**src/hdl/adc_flag_pkg.sv**
```systemverilog
// constants for the converter status-flag block: register map, field positions,
// reset values and default sizes. assumes 32-bit register words on a plain port.
package adc_flag_pkg;

  // sizes
  localparam int ADDR_W        = 8;
  localparam int DATA_W        = 32;
  localparam int NUM_CH_DEF    = 8;
  localparam int RES_W_DEF     = 10;
  localparam int STAT_FIELD_W  = 8;

  // register byte offsets
  localparam logic [ADDR_W-1:0] OFS_CTRL   = 8'h00;
  localparam logic [ADDR_W-1:0] OFS_MODE   = 8'h04;
  localparam logic [ADDR_W-1:0] OFS_CHEN   = 8'h10;
  localparam logic [ADDR_W-1:0] OFS_CHDIS  = 8'h14;
  localparam logic [ADDR_W-1:0] OFS_CHSR   = 8'h18;
  localparam logic [ADDR_W-1:0] OFS_STATUS = 8'h1c;
  localparam logic [ADDR_W-1:0] OFS_LAST   = 8'h20;
  localparam logic [ADDR_W-1:0] OFS_MASK   = 8'h2c;
  localparam logic [ADDR_W-1:0] OFS_CDR0   = 8'h30;

  // field positions
  localparam int CTRL_START_BIT = 1;
  localparam int MODE_TRIG_BIT  = 0;
  localparam int MODE_SLEEP_BIT = 5;
  localparam int STAT_EOC_LSB   = 0;
  localparam int STAT_CHANNEL_OVERRUN_FLAG_LSB  = 8;
  localparam int STAT_RESULT_READY_FLAG_BIT  = 16;
  localparam int STAT_GLOBAL_OVERRUN_FLAG_BIT = 17;
  localparam int LAST_CH_LSB    = 12;

  // reset values
  localparam logic [DATA_W-1:0] RST_WORD = 32'h0000_0000;
  localparam logic              RST_BIT  = 1'b0;

endpackage : adc_flag_pkg

```
**src/hdl/adc_status_flag_logic.sv**
```systemverilog
// converter sequencer with result registers and status flags on a plain register port.
// assumes the analog core runs on mclk_i and answers each start with one done pulse.
//
// The address map and the address-and-strobe port were decided locally.
`timescale 1ns/1ps

// What this block does
// RULE1: result_ready_flag is cleared only by a read of last_result_reg, never by a channel_result_reg read.
// RULE2: a stored result on an enabled channel writes both result registers and raises result_ready_flag, whatever channel is disabled meanwhile.
// RULE3: a conversion whose result is not stored never raises result_ready_flag, even beside a last_result_reg read.
// RULE4: a channel_result_reg read of one channel does not stop result_ready_flag rising for another channel's stored result.
// RULE5: a stored result while result_ready_flag is already set raises global_overrun_flag.
// RULE6: a status read clears global_overrun_flag unless a new global overrun happens in that cycle, which sets it.
// RULE7: global_overrun_flag still sets when another channel's channel_result_reg is read in the same cycle.
// RULE8: a stored result on a channel whose end flag is still set raises its channel_overrun_flag, whatever is disabled meanwhile.
// RULE9: reading a channel_result_reg or last_result_reg clears the end flag of the channel whose data is read.
// RULE10: a status read clears a set channel_overrun_flag unless that channel's end flag sets in the same cycle while already set, which sets it.
// RULE11: a channel disabled during its own conversion never gets its end flag raised.
// RULE12: a channel_result_reg read clears only that channel's end flag, even beside another channel's end of conversion.
// RULE13: sleep enabled while idle takes effect only when the next conversion sequence completes.
// RULE14: software should set the sleep bit and then issue start to sleep promptly after that conversion.
// RULE15: reset clears result_ready_flag, global_overrun_flag and every end and overrun flag.
module adc_status_flag_logic #(
  parameter int NCH   = adc_flag_pkg::NUM_CH_DEF,
  parameter int RES_W = adc_flag_pkg::RES_W_DEF,
  parameter int CH_W  = $clog2(adc_flag_pkg::NUM_CH_DEF)
) (
  // clock and reset
  input  wire logic                              mclk_i,
  input  wire logic                              rst_b_i,
  // register port
  input  wire logic [adc_flag_pkg::ADDR_W-1:0]   addr_i,
  input  wire logic [adc_flag_pkg::DATA_W-1:0]   wdata_i,
  input  wire logic                              wr_i,
  input  wire logic                              rd_i,
  output logic      [adc_flag_pkg::DATA_W-1:0]   rdata_o,
  output logic                                   irq_o,
  // analog core
  output logic                                   core_start_o,
  output logic      [CH_W-1:0]                   core_chan_o,
  input  wire logic                              core_done_i,
  input  wire logic [RES_W-1:0]                  core_result_i,
  // pins and power
  input  wire logic                              ext_trig_i,
  output logic                                   sleep_o
);
  import adc_flag_pkg::*;

  typedef enum logic {ST_IDLE, ST_CONV} seq_e;

  // lowest enabled channel at or above a start index; msb says one was found
  function automatic logic [CH_W:0] next_chan(input logic [NCH-1:0] en, input int from);
    logic [CH_W:0] r;
    r = '0;
    for (int j = NCH - 1; j >= 0; j--) begin
      if (en[j] && (j >= from)) begin
        r = {1'b1, CH_W'(j)};
      end
    end
    return r;
  endfunction : next_chan

  // state
  seq_e                state_q;
  logic [CH_W-1:0]     cur_q;
  logic                dead_q;
  logic                mode_trig_q;
  logic                mode_sleep_q;
  logic [NCH-1:0]      chen_q;
  logic [DATA_W-1:0]   mask_q;
  logic [NCH-1:0]      eoc_q;
  logic [NCH-1:0]      channel_overrun_flag_q;
  logic                result_ready_flag_q;
  logic                global_overrun_flag_q;
  logic [RES_W-1:0]    last_res_q;
  logic [CH_W-1:0]     last_ch_q;
  logic [RES_W-1:0]    cdr_q [NCH];
  logic                trig_s1_q;
  logic                trig_s2_q;
  logic                trig_s3_q;

  // register decode
  wire                 wr_ctrl   = wr_i && (addr_i == OFS_CTRL);
  wire                 wr_mode   = wr_i && (addr_i == OFS_MODE);
  wire                 wr_chen   = wr_i && (addr_i == OFS_CHEN);
  wire                 wr_chdis  = wr_i && (addr_i == OFS_CHDIS);
  wire                 wr_mask   = wr_i && (addr_i == OFS_MASK);
  wire                 rd_mode   = rd_i && (addr_i == OFS_MODE);
  wire                 rd_chsr   = rd_i && (addr_i == OFS_CHSR);
  wire                 rd_sr     = rd_i && (addr_i == OFS_STATUS);
  wire                 rd_last   = rd_i && (addr_i == OFS_LAST);
  wire                 rd_mask   = rd_i && (addr_i == OFS_MASK);
  wire [ADDR_W-1:0]    cdr_off   = addr_i - OFS_CDR0;
  wire                 cdr_range = (addr_i >= OFS_CDR0) && (cdr_off[1:0] == 2'b00)
                                   && (int'(cdr_off[ADDR_W-1:2]) < NCH);
  wire                 rd_cdr    = rd_i && cdr_range;
  wire [CH_W-1:0]      cdr_idx   = cdr_off[CH_W+1:2];

  // sequencing
  wire                 start_cmd = wr_ctrl && wdata_i[CTRL_START_BIT];
  // only the second sync flop feeds the edge detector
  wire                 trig_edge = mode_trig_q && trig_s2_q && !trig_s3_q;
  wire                 go        = (start_cmd || trig_edge) && (state_q == ST_IDLE);
  wire [CH_W:0]        first_ch  = next_chan(chen_q, 0);
  wire [CH_W:0]        next_ch   = next_chan(chen_q, int'(cur_q) + 1);
  wire                 done_ok   = (state_q == ST_CONV) && core_done_i;
  // disabled mid-conversion: result dropped, no flag [RULE3] [RULE11]
  wire                 store     = done_ok && !dead_q && chen_q[cur_q];
  wire                 seq_end   = done_ok && !next_ch[CH_W];

  // flag next values; sets always win over clears
  logic [NCH-1:0]      eoc_set;
  logic [NCH-1:0]      eoc_clr;
  logic [NCH-1:0]      channel_overrun_flag_set;
  for (genvar i = 0; i < NCH; i++) begin : g_ch
    assign eoc_set[i]  = store && (cur_q == CH_W'(i));                     // [RULE2]
    assign eoc_clr[i]  = (rd_cdr && (cdr_idx == CH_W'(i)))                // [RULE9] [RULE12]
                         || (rd_last && (last_ch_q == CH_W'(i)));          // [RULE9]
    assign channel_overrun_flag_set[i] = eoc_set[i] && eoc_q[i];                           // [RULE8]
  end
  wire [NCH-1:0]       eoc_d   = eoc_set | (eoc_q & ~eoc_clr);
  wire [NCH-1:0]       channel_overrun_flag_d  = channel_overrun_flag_set | (channel_overrun_flag_q & {NCH{!rd_sr}});      // [RULE10]
  wire                 result_ready_flag_d  = store || (result_ready_flag_q && !rd_last);            // [RULE1] [RULE4]
  wire                 gov_set = store && result_ready_flag_q;                          // [RULE5] [RULE7]
  wire                 global_overrun_flag_d = gov_set || (global_overrun_flag_q && !rd_sr);           // [RULE6]

  // read selection
  wire [DATA_W-1:0]    stat_w  = {14'h0000, global_overrun_flag_q, result_ready_flag_q,
                                  STAT_FIELD_W'(channel_overrun_flag_q), STAT_FIELD_W'(eoc_q)};
  wire [DATA_W-1:0]    last_w  = DATA_W'({last_ch_q, (LAST_CH_LSB)'(last_res_q)});
  wire [DATA_W-1:0]    mode_w  = DATA_W'({mode_sleep_q, 4'h0, mode_trig_q});
  wire [DATA_W-1:0]    rdata_d = rd_sr   ? stat_w :
                                 rd_last ? last_w :
                                 rd_cdr  ? DATA_W'(cdr_q[cdr_idx]) :
                                 rd_mode ? mode_w :
                                 rd_chsr ? DATA_W'(chen_q) :
                                 rd_mask ? mask_q : RST_WORD;
  wire                 irq_d   = |(stat_w & mask_q);

  // trigger pin synchroniser; the pin is asynchronous to mclk_i
  always_ff @(posedge mclk_i) begin
    if (!rst_b_i) begin
      trig_s1_q <= RST_BIT;
      trig_s2_q <= RST_BIT;
    end else begin
      trig_s1_q <= ext_trig_i;
      trig_s2_q <= trig_s1_q;
    end
  end

  // delayed copy for the edge detector; resets low like the idle pin, so no false edge
  always_ff @(posedge mclk_i) begin
    if (!rst_b_i) begin
      trig_s3_q <= RST_BIT;
    end else begin
      trig_s3_q <= trig_s2_q;
    end
  end

  // trigger enable bit
  always_ff @(posedge mclk_i) begin
    if (!rst_b_i) begin
      mode_trig_q <= RST_BIT;
    end else if (wr_mode) begin
      mode_trig_q <= wdata_i[MODE_TRIG_BIT];
    end
  end

  // sleep request bit; only looked at when a sequence ends
  always_ff @(posedge mclk_i) begin
    if (!rst_b_i) begin
      mode_sleep_q <= RST_BIT;
    end else if (wr_mode) begin
      mode_sleep_q <= wdata_i[MODE_SLEEP_BIT];                             // [RULE13]
    end
  end

  // channel enables: a bit set and cleared in one cycle ends up cleared
  wire [NCH-1:0]       chen_d = (chen_q | ({NCH{wr_chen}} & wdata_i[NCH-1:0]))
                                & ~({NCH{wr_chdis}} & wdata_i[NCH-1:0]);
  always_ff @(posedge mclk_i) begin
    if (!rst_b_i) begin
      chen_q <= '0;
    end else begin
      chen_q <= chen_d;
    end
  end

  // interrupt mask, status layout
  always_ff @(posedge mclk_i) begin
    if (!rst_b_i) begin
      mask_q <= RST_WORD;
    end else if (wr_mask) begin
      mask_q <= wdata_i;
    end
  end

  // conversion sequencer
  wire                 kill_cur = (state_q == ST_CONV) && wr_chdis && wdata_i[cur_q];
  wire                 launch   = go && first_ch[CH_W];
  wire                 advance  = done_ok && next_ch[CH_W];
  always_ff @(posedge mclk_i) begin
    if (!rst_b_i) begin
      state_q <= ST_IDLE;
    end else if (launch) begin
      state_q <= ST_CONV;
    end else if (seq_end) begin
      state_q <= ST_IDLE;
    end
  end

  // channel under conversion; held after the sequence for the core's benefit
  always_ff @(posedge mclk_i) begin
    if (!rst_b_i) begin
      cur_q <= '0;
    end else if (launch) begin
      cur_q <= first_ch[CH_W-1:0];
    end else if (advance) begin
      cur_q <= next_ch[CH_W-1:0];
    end
  end

  // the core cannot be stopped, so a disable only marks its result for dropping
  always_ff @(posedge mclk_i) begin
    if (!rst_b_i) begin
      dead_q <= RST_BIT;
    end else if (launch || advance) begin
      dead_q <= RST_BIT;
    end else if (kill_cur) begin
      dead_q <= 1'b1;                                                      // [RULE11]
    end
  end

  // one start pulse per channel
  always_ff @(posedge mclk_i) begin
    if (!rst_b_i) begin
      core_start_o <= RST_BIT;
    end else begin
      core_start_o <= launch || advance;
    end
  end
  assign core_chan_o = cur_q;

  // sleep is only entered at the end of a sequence, never while idle
  always_ff @(posedge mclk_i) begin
    if (!rst_b_i) begin
      sleep_o <= RST_BIT;
    end else if (go || (wr_mode && !wdata_i[MODE_SLEEP_BIT])) begin
      sleep_o <= RST_BIT;
    end else if (seq_end && mode_sleep_q) begin
      sleep_o <= 1'b1;                                                     // [RULE13]
    end
  end

  // end flags; a set beside a clearing read keeps the flag, so no event is lost
  always_ff @(posedge mclk_i) begin
    if (!rst_b_i) begin
      eoc_q <= '0;                                                         // [RULE15]
    end else begin
      eoc_q <= eoc_d;
    end
  end

  // channel overrun flags
  always_ff @(posedge mclk_i) begin
    if (!rst_b_i) begin
      channel_overrun_flag_q <= '0;                                                        // [RULE15]
    end else begin
      channel_overrun_flag_q <= channel_overrun_flag_d;
    end
  end

  // result ready
  always_ff @(posedge mclk_i) begin
    if (!rst_b_i) begin
      result_ready_flag_q <= RST_BIT;                                                   // [RULE15]
    end else begin
      result_ready_flag_q <= result_ready_flag_d;
    end
  end

  // global overrun
  always_ff @(posedge mclk_i) begin
    if (!rst_b_i) begin
      global_overrun_flag_q <= RST_BIT;                                                  // [RULE15]
    end else begin
      global_overrun_flag_q <= global_overrun_flag_d;
    end
  end

  // last result; kept across reads so a late reader still sees it
  always_ff @(posedge mclk_i) begin
    if (!rst_b_i) begin
      last_res_q <= '0;
    end else if (store) begin
      last_res_q <= core_result_i;                                         // [RULE2]
    end
  end

  // channel of the last result, also picks the end flag a last read clears
  always_ff @(posedge mclk_i) begin
    if (!rst_b_i) begin
      last_ch_q <= '0;
    end else if (store) begin
      last_ch_q <= cur_q;
    end
  end

  // per-channel result words; a dropped result leaves the old word in place
  always_ff @(posedge mclk_i) begin
    if (!rst_b_i) begin
      for (int k = 0; k < NCH; k++) begin
        cdr_q[k] <= '0;
      end
    end else if (store) begin
      cdr_q[cur_q] <= core_result_i;                                       // [RULE2]
    end
  end

  // bus answer; zero outside its one-cycle slot
  always_ff @(posedge mclk_i) begin
    if (!rst_b_i) begin
      rdata_o <= RST_WORD;
    end else begin
      rdata_o <= rdata_d;
    end
  end

  // interrupt level, one cycle behind the flags
  always_ff @(posedge mclk_i) begin
    if (!rst_b_i) begin
      irq_o <= RST_BIT;
    end else begin
      irq_o <= irq_d;
    end
  end

endmodule : adc_status_flag_logic

```
**config.mk**
```make
export PLATFORM = sky130hd
export DESIGN_NAME = adc_status_flag_logic
export DESIGN_NICKNAME = d
export VERILOG_FILES = /design/src/hdl/adc_flag_pkg.sv /design/src/hdl/adc_status_flag_logic.sv
export SDC_FILE = /design/constraint.sdc
export NUM_CORES = 1
export LEC_CHECK = 0
export ABC_AREA = 0
export BUFFER_PORTS_ARGS = -buffer_cell sky130_fd_sc_hd__buf_2
export CORE_ASPECT_RATIO = 2
export CORE_MARGIN = 2
export CORE_UTILIZATION = 60
export CTS_CLUSTER_SIZE = 10
export DETAILED_ROUTE_END_ITERATION = 12
export PLACE_DENSITY_LB_ADDON = 0.12
export SYNTH_ARGS = -nofsm -noshare
export SYNTH_HDL_FRONTEND = slang
export SYNTH_SLANG_ARGS = --single-unit
```
**constraint.sdc**
```tcl
create_clock -name mclk_i -period 4 [get_ports mclk_i]
set_input_delay 0.8 -clock mclk_i [delete_from_list [all_inputs] [get_ports mclk_i]]
set_output_delay 0.8 -clock mclk_i [all_outputs]
set_load 0.005 [all_outputs]
```
Word-level counts from Yosys, hierarchy flattened
Memory sizes are Yosys's and may differ from the RTL's. Index checks and enable logic that the tools add are counted. W data, S select, Z words.

Flip-flop bits (word level): 116. Memory bits (writable): 80. Input bits: 56. Output and inout port bits: 38. Word-level logic and storage cells: 216. Memories kept: 1.

Memories: cdr_q (depth 8, bits a word 10, rd ports 1, clocked after memory_dff 0, write ports 8, line adc_status_flag_logic.sv:77) `logic [RES_W-1:0] cdr_q [NCH];`.

$add $sub $neg: 2. Magnitude comparators: 12. Eq/ne operators: 28. Multiplexer cells: 37. Bitwise logic cells: 14. Reduce and logical (&&, ||, !) cells: 101.

Operators with widths (number): $mux W18 (6); $logic_and A1 B1 Y1 (70); $mux W4 (16); $and A8 B8 Y8 (5); $eq A3 B3 Y1 const B (12); $and A18 B32 Y32 (1); $eq A8 B5 Y1 const B (4); $reduce_or A32 Y1 (1); $or A8 B8 Y8 (3); $eq A3 B2 Y1 const B (6); $eq A8 B6 Y1 const B (2); $ge A3 B4 Y1 const A (4); $not A8 Y8 (2); $logic_or A1 B1 Y1 (13); $mux W10 (1); $reduce_or A10 Y1 (1); $eq A3 B1 Y1 const B (3); $logic_not A3 Y1 (3); $mux W1 (9); $mux W3 (3); $eq A8 B3 Y1 const B (1); $ge A1 B4 Y1 const A (2); $ge A2 B4 Y1 const A (2); $ge A8 B6 Y1 const B (1); other kinds (13) (23).

Logic depth before layout (Yosys ltp)
Gate-level depths: netlist (run 1).

Word-level depth: 15. Mapped depth: 10. Gate-level depth less buffers: 8.

Worst setup path before layout (run 1)
Ideal clock, no wire load.

Path kind: input to register. From: in addr_i[4] (netlist name). To: reg eoc_q[4]. Arrival time: 2.783 ns. Required time: 3.886 ns. Path slack: 1.103 ns. Stages: 9. Cells stage by stage: clkbuf_1 > inv_1 > ha_1 > or3b_2 > nor4_4 > nand2_1 > o311ai_0 > a21oi_1 > a21o_1.

Word-level cells in the longest chain between the ends: 9. Elaborated cells on any way between the ends: 15. Those cells by class: add/sub: 1; order compare: 2; eq/ne: 2; bitwise: 3; reduce/logical: 7.

RTL lines: start: declaration (line adc_status_flag_logic.sv:32) `input wire logic [adc_flag_pkg::ADDR_W-1:0] addr_i,`; $sub A8 B6 Y8 / $ge A8 B6 Y1 (equally long branches) (line adc_status_flag_logic.sv:93, adc_status_flag_logic.sv:94); $lt A6 B4 Y1 / $logic_and A1 B1 Y1 (equally long branches) (line adc_status_flag_logic.sv:95, adc_status_flag_logic.sv:94); $logic_and A1 B1 Y1 (line adc_status_flag_logic.sv:95) `&& (int'(cdr_off[ADDR_W-1:2]) < NCH);`; $logic_and A1 B1 Y1 (line adc_status_flag_logic.sv:96) `wire rd_cdr = rd_i && cdr_range;`; $logic_and A1 B1 Y1 (line adc_status_flag_logic.sv:117) `assign eoc_clr[i] = (rd_cdr && (cdr_idx == CH_W'(i)))`; $logic_or A1 B1 Y1 * (line adc_status_flag_logic.sv:118) `|| (rd_last && (last_ch_q == CH_W'(i)));`; $not A8 Y8 * (line adc_status_flag_logic.sv:121) `wire [NCH-1:0] eoc_d = eoc_set | (eoc_q & ~eoc_clr);`; $and A8 B8 Y8 * (line adc_status_flag_logic.sv:121); $or A8 B8 Y8 * (line adc_status_flag_logic.sv:121); end signal: assignment (line adc_status_flag_logic.sv:260) `eoc_q <= eoc_d;`; end: declaration (line adc_status_flag_logic.sv:71) `logic [NCH-1:0] eoc_q;`.

Mark *: on every way between the ends. The rest lies on a longest branch, timed or not. A chain may end at the register's enable or synchronous reset.

Final worst setup path (run 1)
From: reg cur_q[0] (netlist: core_chan_o[0]). To: reg cur_q[0] (netlist: core_chan_o[0]).

Word-level cells in the longest chain between the ends: 13. Elaborated cells on any way between the ends: 29. Those cells by class: add/sub: 1; order compare: 8; mux: 10; reduce/logical: 10.

RTL lines: start: declaration (line adc_status_flag_logic.sv:65) `logic [CH_W-1:0] cur_q;`; start signal: assignment (line adc_status_flag_logic.sv:217) `cur_q <= first_ch[CH_W-1:0];`; start signal: assignment (line adc_status_flag_logic.sv:219) `cur_q <= next_ch[CH_W-1:0];`; $add A3 B1 Y4 * (line adc_status_flag_logic.sv:105) `wire [CH_W:0] next_ch = next_chan(chen_q, int'(cur_q) + 1);`; $ge A3 B4 Y1 (line adc_status_flag_logic.sv:56) `if (en[j] && (j >= from)) begin`; $logic_and A1 B1 Y1 (line adc_status_flag_logic.sv:56); $mux W4 (7 in series) (line adc_status_flag_logic.sv:56); $mux W4 * (line adc_status_flag_logic.sv:56); $mux W3 / $logic_and A1 B1 Y1 (equally long branches) (line adc_status_flag_logic.sv:218, adc_status_flag_logic.sv:201); $mux W3 / $reduce_bool A2 Y1 (equally long branches).

Mark *: on every way between the ends. The rest lies on a longest branch, timed or not. The select of a mux whose other input is x is not followed.

==> results.cfg, run 1 <==
[clock_network]
cts_max_level = 4
clock-sinks = 196
clk_latency_ps = 440
cts_setup_buffers = 0
clk_pin_slew_ps = 80
cts_tree = yes
cts_resized = 0
cts_root_buf = clkbuf_16
holdBufCountCts = 0
clockBufferDepth = 2
cts_buffers = 17

[timing]
fin_tns_setup_ps = 0
finClkSkew_ps = 11.5
fin_crit_sh_pct = 79.4
relSlewSlack_pct = 33.7
setup_viol = 0
fmax_mhz = 315
min_period_ps = 3180
tightest_slew_ps = 991
setup_ws_ps = 825
rsz0062_at_grt = no
finalMaxSlewViolations = 0
whs_ps = 442
hold_violations = 0

[synthesis]
syn_area_per_cell_sq_um = 10.2
synth_edf_count = 80
async_flop_share_pct = 0
syn_inst = 855
synth_nets = 922
ys_seq_area_share_pct = 54.2
ys.flop_type = dfxtp_1
yosys_warnings = 0
synthDistinctLibCells = 67
ys_seq_elements = 196
synth_area_sq_um = 8710

[die]
core_sq_um = 14300
start_util_pct = 61.0
ios = 94
die_w_microns = 89.2
num_rows = 62
die_area_sq_um = 15600
fp.dieH_microns = 174

[critical_path]
critPathArrivalTime_ps = 3500
worstPathMaxFanout = 21
critPathCaptureType = register
r2r_setup_slack_ps = 820
cp_data_required_time_ps = 4330
path_cells = inv_1 > ha_1 > nor4b_1 > o221a_2 > o221ai_1 > nor2b_1 > nor2_1 > o311a_1
max_stage_delay_ps = 800
slowest_stage = dfxtp_1
cp-start-kind = register
path_class = reg -> reg

[job]
cap_violations = 0

[final_layout]
diodes = 0
post-route-cell-area_sq_um = 9970
syn2layout_area_growth_pct = 14.4
fin_util_pct = 69.8
final_nets = 998
drive_gt1_share_pct = 19.5
final_cells = 1136

[routing]
drtPass1Iterations = 5
drt_iter0_markers = 654
routedWlPerCell_microns = 22.3
routed-via-count = 7162
antenna_left = 0
drt_wl_total_mm = 25.3
via_per_inst = 6.30
drc = 0

[placed_design]
placed_cells = 1104
io_buffers = 93
dp_hpwl_mm = 18.6
place_area_sq_um = 9320
pre_cts_slack_ps = 828
gp_congestion = 0.976

[pwr]
power.leakage_nw = 3.74
power_mw = 4.10
vdd.ir_drop.worst_uv = 337
power_density_nw_per_um2 = 411

[grt]
grtUsageTotal_pct = 33.7
antenna_found_initial = 0
grt_pass1_wl_mm = 38.8
first_global_vias = 7155
grt_start_max_net_pins = 62
gr-total-overflow = 0

[status]
status = complete, no violations

[min_path]
min_path_type = reg -> reg
==> metal layers <==
metal  GRT usage (%)  share of wire [%]
met2            61.3                 56
met1            35.2                 33
met3            5.03                6.0
met5               0                  0
met4            18.9                5.4
==> state kept, by name, summed over array words and instances (netlist names), 3 cells and up <==
name and flops:
channel_overrun_flag_q 8, eoc_q 8, last_ch_q 3, rdata_o 32, chen_q 8, mask_q 32, cdr_q 80, core_chan_o 3
last_res_q 10
==> cell type report <==
| class | count | area, sq um |
|---|---|---|
| tap | 192 | 240 |
| fill | 1179 | 4310 |
| timing repair buffer | 116 | 638 |
| clock buffer | 18 | 450 |
| clock inverter | 14 | 200 |
| inverter | 11 | 41.3 |
| sequential | 196 | 4720 |
| multi-input combinational | 589 | 3670 |
==> logic make-up (layout without fill, tap and decap cells) <==
| logic type | Yosys count | in the layout | share of synthesized area (%) |
|---|---|---|---|
| simple gates | 350 | 350 | 18.6 |
| flops | 196 | 196 | 54.2 |
| compound gates | 182 | 182 | 13.4 |
| buf+inv | 70 | 159 | 3.65 |
| mux | 46 | 46 | 8.50 |
| fa+ha+maj | 11 | 11 | 1.58 |
==> Yosys cell counts (3+ instances only) <==
cell type	n	area [sq um]
o21ai_0	36	180
nor2b_1	4	25.0
a31oi_1	6	37.5
mux2i_1	20	200
dfxtp_1	116	2320
buf_6	5	56.3
buf_1	4	15.0
or3_1	3	18.8
nand2b_1	5	31.3
a32o_1	7	70.1
a221oi_1	7	61.3
a22oi_1	4	30.0
a32oi_1	5	43.8
nor2_1	102	383
and3_1	37	231
a21oi_1	69	345
inv_1	10	37.5
buf_2	13	65.1
or3b_2	3	26.3
o311ai_0	4	35.0
o211ai_1	3	22.5
a311oi_1	3	26.3
ha_1	11	138
nand2_1	132	495
edfxtp_1	80	2400
a22o_1	9	78.8
nor4b_1	3	26.3
a211oi_1	8	60.1
mux4_2	22	495
nor3_1	15	75.1
and2_1	6	37.5
clkbuf_1	36	135
nand3_1	20	100
==> worst paths after layout <==
check / start / end / cells past startpoint
setup / recovery: core_chan_o[0]$_SDFFE_PN0P_ / core_chan_o[0]$_SDFFE_PN0P_ / 8
hold / removal: trig_s1_q$_SDFF_PN0_ / trig_s2_q$_SDFF_PN0_ / 1
setup reg to reg: core_chan_o[0]$_SDFFE_PN0P_ / core_chan_o[0]$_SDFFE_PN0P_ / 8
hold reg to reg: trig_s1_q$_SDFF_PN0_ / trig_s2_q$_SDFF_PN0_ / 1
==> critical path: cells and delay by family, from the launching register on <==
kind	cells	cell delay [ps]
AOI/OAI and AO/OA	3	900
DFF	1	800
and+or+nand+nor	3	720
adders and majority gates	1	410
buffers and inverters	1	250
==> cell usage in the layout (no fill, tap or decap), types with 15 or more instances in the layout <==
cell,count
edfxtp_1,80
nand2_1,132
dfxtp_1,116
o21ai_0,36
nand3_1,20
nor3_1,15
clkbuf_16,18
buf_2,93
mux2i_1,20
mux4_2,22
a21oi_1,69
nor2_1,102
buf_4,23
and3_1,37
==> where the power goes <==
part / total [mW] / internal (mW) / switching, mW
Clock: 1.79 / 0.902 / 0.889
Sequential: 2.11 / 2.10 / 0.00968
Combinational: 0.197 / 0.0707 / 0.126
Note: power is estimated with default switching activity, not from simulation.
==> inputs of run 2 (changes only) <==
--- a/config.mk
+++ b/config.mk
@@ -9,7 +9,7 @@
 export BUFFER_PORTS_ARGS = -buffer_cell sky130_fd_sc_hd__buf_2
 export CORE_ASPECT_RATIO = 2
 export CORE_MARGIN = 2
-export CORE_UTILIZATION = 60
+export CORE_UTILIZATION = 59
 export CTS_CLUSTER_SIZE = 10
 export DETAILED_ROUTE_END_ITERATION = 12
 export PLACE_DENSITY_LB_ADDON = 0.12
==> constraint.sdc (replaced) <==
create_clock -name mclk_i -period 3.17 [get_ports mclk_i]
set_input_delay 0.634 -clock mclk_i [delete_from_list [all_inputs] [get_ports mclk_i]]
set_output_delay 0.634 -clock mclk_i [all_outputs]
set_load 0.005 [all_outputs]
==> results.cfg, run 2 (synthesis results as in run 1) <==
[final_layout]
drive_gt1_share_pct = 21.0
reg.largest.list = cdr_q (80), mask_q (32), rdata_o (32)
final_cell_mix = nand2_1 (132), dfxtp_1 (116), nor2_1 (102)
layout_commonest_cell = nand2_1
post-route-cell-area_sq_um = 10100
top_register = cdr_q
final_nets = 1016
largest_reg_flops = 80
syn2layout_area_growth_pct = 15.8
diodes = 0

[critical_path]
critPathBufInv = 1
critPathArrivalTime_ps = 3080
path_class = reg -> reg
crit_family = simple AND/OR/NAND/NOR gates
r2r_cells = 6
max_stage_delay_ps = 510
cp-start-kind = register
worst_path_most_repeated_cell = and3_1
slowest_stage = mux4_2
cp_data_required_time_ps = 3360
worstPathMaxFanout = 26
critPathCaptureType = register
path_depth = 6
path_cells = buf_4 > mux2_1 > mux4_2 > and3_1 > and2_1 > and3_1

[timing]
tightest_slew_ps = 919
hold_violations = 0
setup_viol = 0
fin_tns_setup_ps = 0
min_period_ps = 2890
relSlewSlack_pct = 38.7
finClkSkew_ps = 11.9
fin_crit_sh_pct = 91.0
rsz0062_at_grt = no
fmax_mhz = 347
finalMaxSlewViolations = 0

[min_path]
min_path_type = in -> reg
min_path_cells = 2

[routing]
routedWlPerCell_microns = 22.3
maxUsedRoutingLayer = met4
wl_met2_mm = 14.2
drt_iter0_markers = 577
antenna_left = 0
drc = 0
drtPass1Iterations = 7
m1WireLength_mm = 8.50
via_per_inst = 6.31
wl_met3_mm = 1.40
drt_wl_total_mm = 25.7
routed-via-count = 7283

[placed_design]
io_buffers = 93
dp_hpwl_mm = 19.4
gp_congestion = 0.977
place_area_sq_um = 9460

[clock_network]
cts_max_level = 4
cts_setup_buffers = 0
clk_latency_ps = 440
cts_resized = 0
clockBufferDepth = 2
cts_tree = yes
holdBufCountCts = 0
cts_buffers = 17
clk_pin_slew_ps = 80
clock-sinks = 196
cts_root_buf = clkbuf_16

[die]
fp.dieH_microns = 176
die_area_sq_um = 15800
num_rows = 62
die_w_microns = 89.9
ios = 94
core_sq_um = 14400
start_util_pct = 60.4

[pwr]
power.leakage_nw = 3.83
vdd.ir_drop.worst_uv = 527
power_density_nw_per_um2 = 510
power_mw = 5.14

[grt]
antenna_found_initial = 0
gr-total-overflow = 0
first_global_vias = 7435
grt_start_max_net_pins = 33
grt_pass1_wl_mm = 40.2
grtUsageTotal_pct = 33.4

[job]
cap_violations = 0

[status]
status = complete, no violations
## run 2: changes by cell type in the layout (fill, tap and decap cells not counted), sizes merged
cell and change:
buf +18, inv +1, clkinv -1
## run 2: final timing paths
check / startpoint / to / slack (ps)
hold / removal: ext_trig_i / trig_s1_q$_SDFF_PN0_ / 400
hold reg to reg: trig_s1_q$_SDFF_PN0_ / trig_s2_q$_SDFF_PN0_ / 450
setup reg to reg: core_chan_o[0]$_SDFFE_PN0P_ / cdr_q[1][3]$_SDFFCE_PN0P_ / 280
setup / recovery: core_chan_o[0]$_SDFFE_PN0P_ / cdr_q[1][3]$_SDFFCE_PN0P_ / 280
## run 2: metrics by stage
stage	utilization, %	setup WS (ps)	hold slack (ps)	cells
finish	69.9	285	398	1154
global route	69.9	186	409	1154
CTS	69.9	327	397	1154
detailed placement	65.6	268	440	1122
global placement	65.6	365	423	1122
floorplan	-	439	412	855
## run 2: final cells by class
class                   count  area, sq um
well taps                 192          240
repair buffers            134          786
fillers                  1141         4340
clock buffers              18          450
multi-input cells         589         3670
flip-flops and latches    196         4720
inverters                  11         41.3
clock inverters            14          175
## run 2: layer usage
metal  track usage (%)  up-vias
li1                  -     3301
met1              33.3     3511
met2              63.6      365
met3              5.28      106
met4              21.1        0
met5                 0        -
## run 2: worst reg2reg max path, cell delays in order, from the launching register on
cell     delay [ps]
dfxtp_1         420
buf_4           220
mux2_1          350
mux4_2          510
and3_1          270
and2_1          490
and3_1          360
## run 2: report_power, final
| part | switching, mW | internal, mW | total, mW |
|---|---|---|---|
| clock | 1.11 | 1.12 | 2.23 |
| combinational | 0.158 | 0.0959 | 0.254 |
| sequential | 0.0114 | 2.65 | 2.66 |
| total | 1.28 | 3.87 | 5.14 |
==> inputs of run 3 (changes only) <==
--- a/config.mk
+++ b/config.mk
@@ -7,7 +7,7 @@
 export LEC_CHECK = 0
 export ABC_AREA = 0
 export BUFFER_PORTS_ARGS = -buffer_cell sky130_fd_sc_hd__buf_2
-export CORE_ASPECT_RATIO = 2
+export CORE_ASPECT_RATIO = 0.8
 export CORE_MARGIN = 2
 export CORE_UTILIZATION = 59
 export CTS_CLUSTER_SIZE = 10
==> results.cfg, run 3 (synthesis results as in run 1) <==
[status]
status = complete, no violations

[die]
start_util_pct = 60.7
num_rows = 39
die_area_sq_um = 15800
core_sq_um = 14300
die_w_microns = 140
ios = 94
fp.dieH_microns = 113

[final_layout]
final_cells = 1136
layout_commonest_cell = nand2_1
multi_input_area_sq_um = 3670
area.sequential_sq_um = 4720
final_cell_mix = nand2_1 (132), dfxtp_1 (116), nor2_1 (102)
final_nets = 1006
fill_cells = 1130
drive_gt1_share_pct = 20.2
largest_reg_flops = 80
diodes = 0
syn2layout_area_growth_pct = 14.3
top_register = cdr_q
reg.largest.list = cdr_q (80), mask_q (32), rdata_o (32)

[clock_network]
cts_root_buf = clkbuf_16
cts_tree = yes
cts_buffers = 17
holdBufCountCts = 0
cts_resized = 0
cts_max_level = 4
clk_pin_slew_ps = 70
clk_latency_ps = 440
clock-sinks = 196
clockBufferDepth = 2
cts_setup_buffers = 0

[pwr]
power_mw = 5.04
power_density_nw_per_um2 = 506
power.leakage_nw = 3.76
vdd.ir_drop.worst_uv = 379

[placed_design]
pre_cts_slack_ps = 285
gp_congestion = 0.970
placed_cells = 1104
io_buffers = 93
dp_hpwl_mm = 17.8

[timing]
setup_viol = 0
setup_ws_ps = 424
rsz0062_at_grt = no
whs_ps = 404
finalMaxSlewViolations = 0
tightest_slew_ps = 1220
fin_tns_setup_ps = 0
hold_violations = 0
relSlewSlack_pct = 18.5
min_period_ps = 2750
fin_crit_sh_pct = 86.6
finClkSkew_ps = 9.93
fmax_mhz = 364

[routing]
antenna_left = 0
via_per_inst = 6.36
drtPass1Iterations = 6
routedWlPerCell_microns = 21.8
drt_iter0_markers = 839
drt_wl_total_mm = 24.7
routed-via-count = 7230
drc = 0

[grt]
first_global_vias = 6824
antenna_found_initial = 0
grtUsageTotal_pct = 31.7
grt_start_max_net_pins = 69
grt_pass1_wl_mm = 37.7
gr-total-overflow = 0

[critical_path]
cp_data_required_time_ps = 3500
worstPathMaxFanout = 10
cp-start-kind = register
critPathArrivalTime_ps = 3070
path_class = reg -> reg
rr_startpoint = core_chan_o[1]$_SDFFE_PN0P_
startpoint = core_chan_o[1]$_SDFFE_PN0P_
critPathCaptureType = register

[min_path]
hold_path.startpoint = ext_trig_i
min_path_type = in -> reg

[job]
cap_violations = 0
run 3: changes by cell type in the layout (fill, tap and decap cells not counted):
| cell | before | now |
|---|---|---|
| clkinv_4 | 3 | 1 |
| inv_8 | 3 | 1 |
| inv_4 | 0 | 1 |
| buf_4 | 40 | 30 |
| inv_6 | 2 | 6 |
| bufinv_8 | 0 | 1 |
| clkinv_2 | 0 | 2 |
| clkbuf_16 | 18 | 17 |
| clkinv_8 | 5 | 2 |
run 3: final timing paths:
check                                 to  slack, ps  cells past startpoint
min reg2reg      mask_q[18]$_SDFFE_PN0P_        450                      2
max          core_chan_o[0]$_SDFFE_PN0P_        420                      8
max reg2reg  core_chan_o[0]$_SDFFE_PN0P_        420                      8
min                 trig_s1_q$_SDFF_PN0_        400                      2
run 3: area by class of cell:
cell class              instances  area share (%)
multi-input cells             589            36.9
clock buffers                  17            4.27
well taps                     184            2.31
repair buffers                124            7.14
inverters                      11           0.415
clock inverters                15            1.56
flip-flops and latches        196            47.4
run 3: stage by stage:
step | utilization, % | cell area [sq um]
after floorplan | - | 8710
after global placement | 65.4 | 9380
after detailed placement | 65.4 | 9380
after CTS | 69.4 | 9960
after global routing | 69.4 | 9960
final | 69.4 | 9960
run 3: power breakdown:
group | leakage (nW) | switching [mW] | internal, mW
Combinational | 1.71 | 0.161 | 0.0934
Sequential | 1.76 | 0.0119 | 2.65
Clock | 0.293 | 1.04 | 1.09
Total | 3.76 | 1.21 | 3.83
run 3: per-layer routing:
layer | up-vias | global-route usage (%) | routed length [microns]
li1 | 3287 | - | -
met1 | 3457 | 47.2 | 10400
met2 | 452 | 46.5 | 10900
met3 | 34 | 8.21 | 3080
met4 | 0 | 8.47 | 371
met5 | - | 0 | 0
run 3: critical path: stages (launching register included):
cell and delay [ps]:
dfxtp_1 530, buf_4 260, ha_1 380, nor4b_1 400, o221a_2 270, o221ai_1 200, nand3_1 170, a311oi_1 80
o311a_1 350
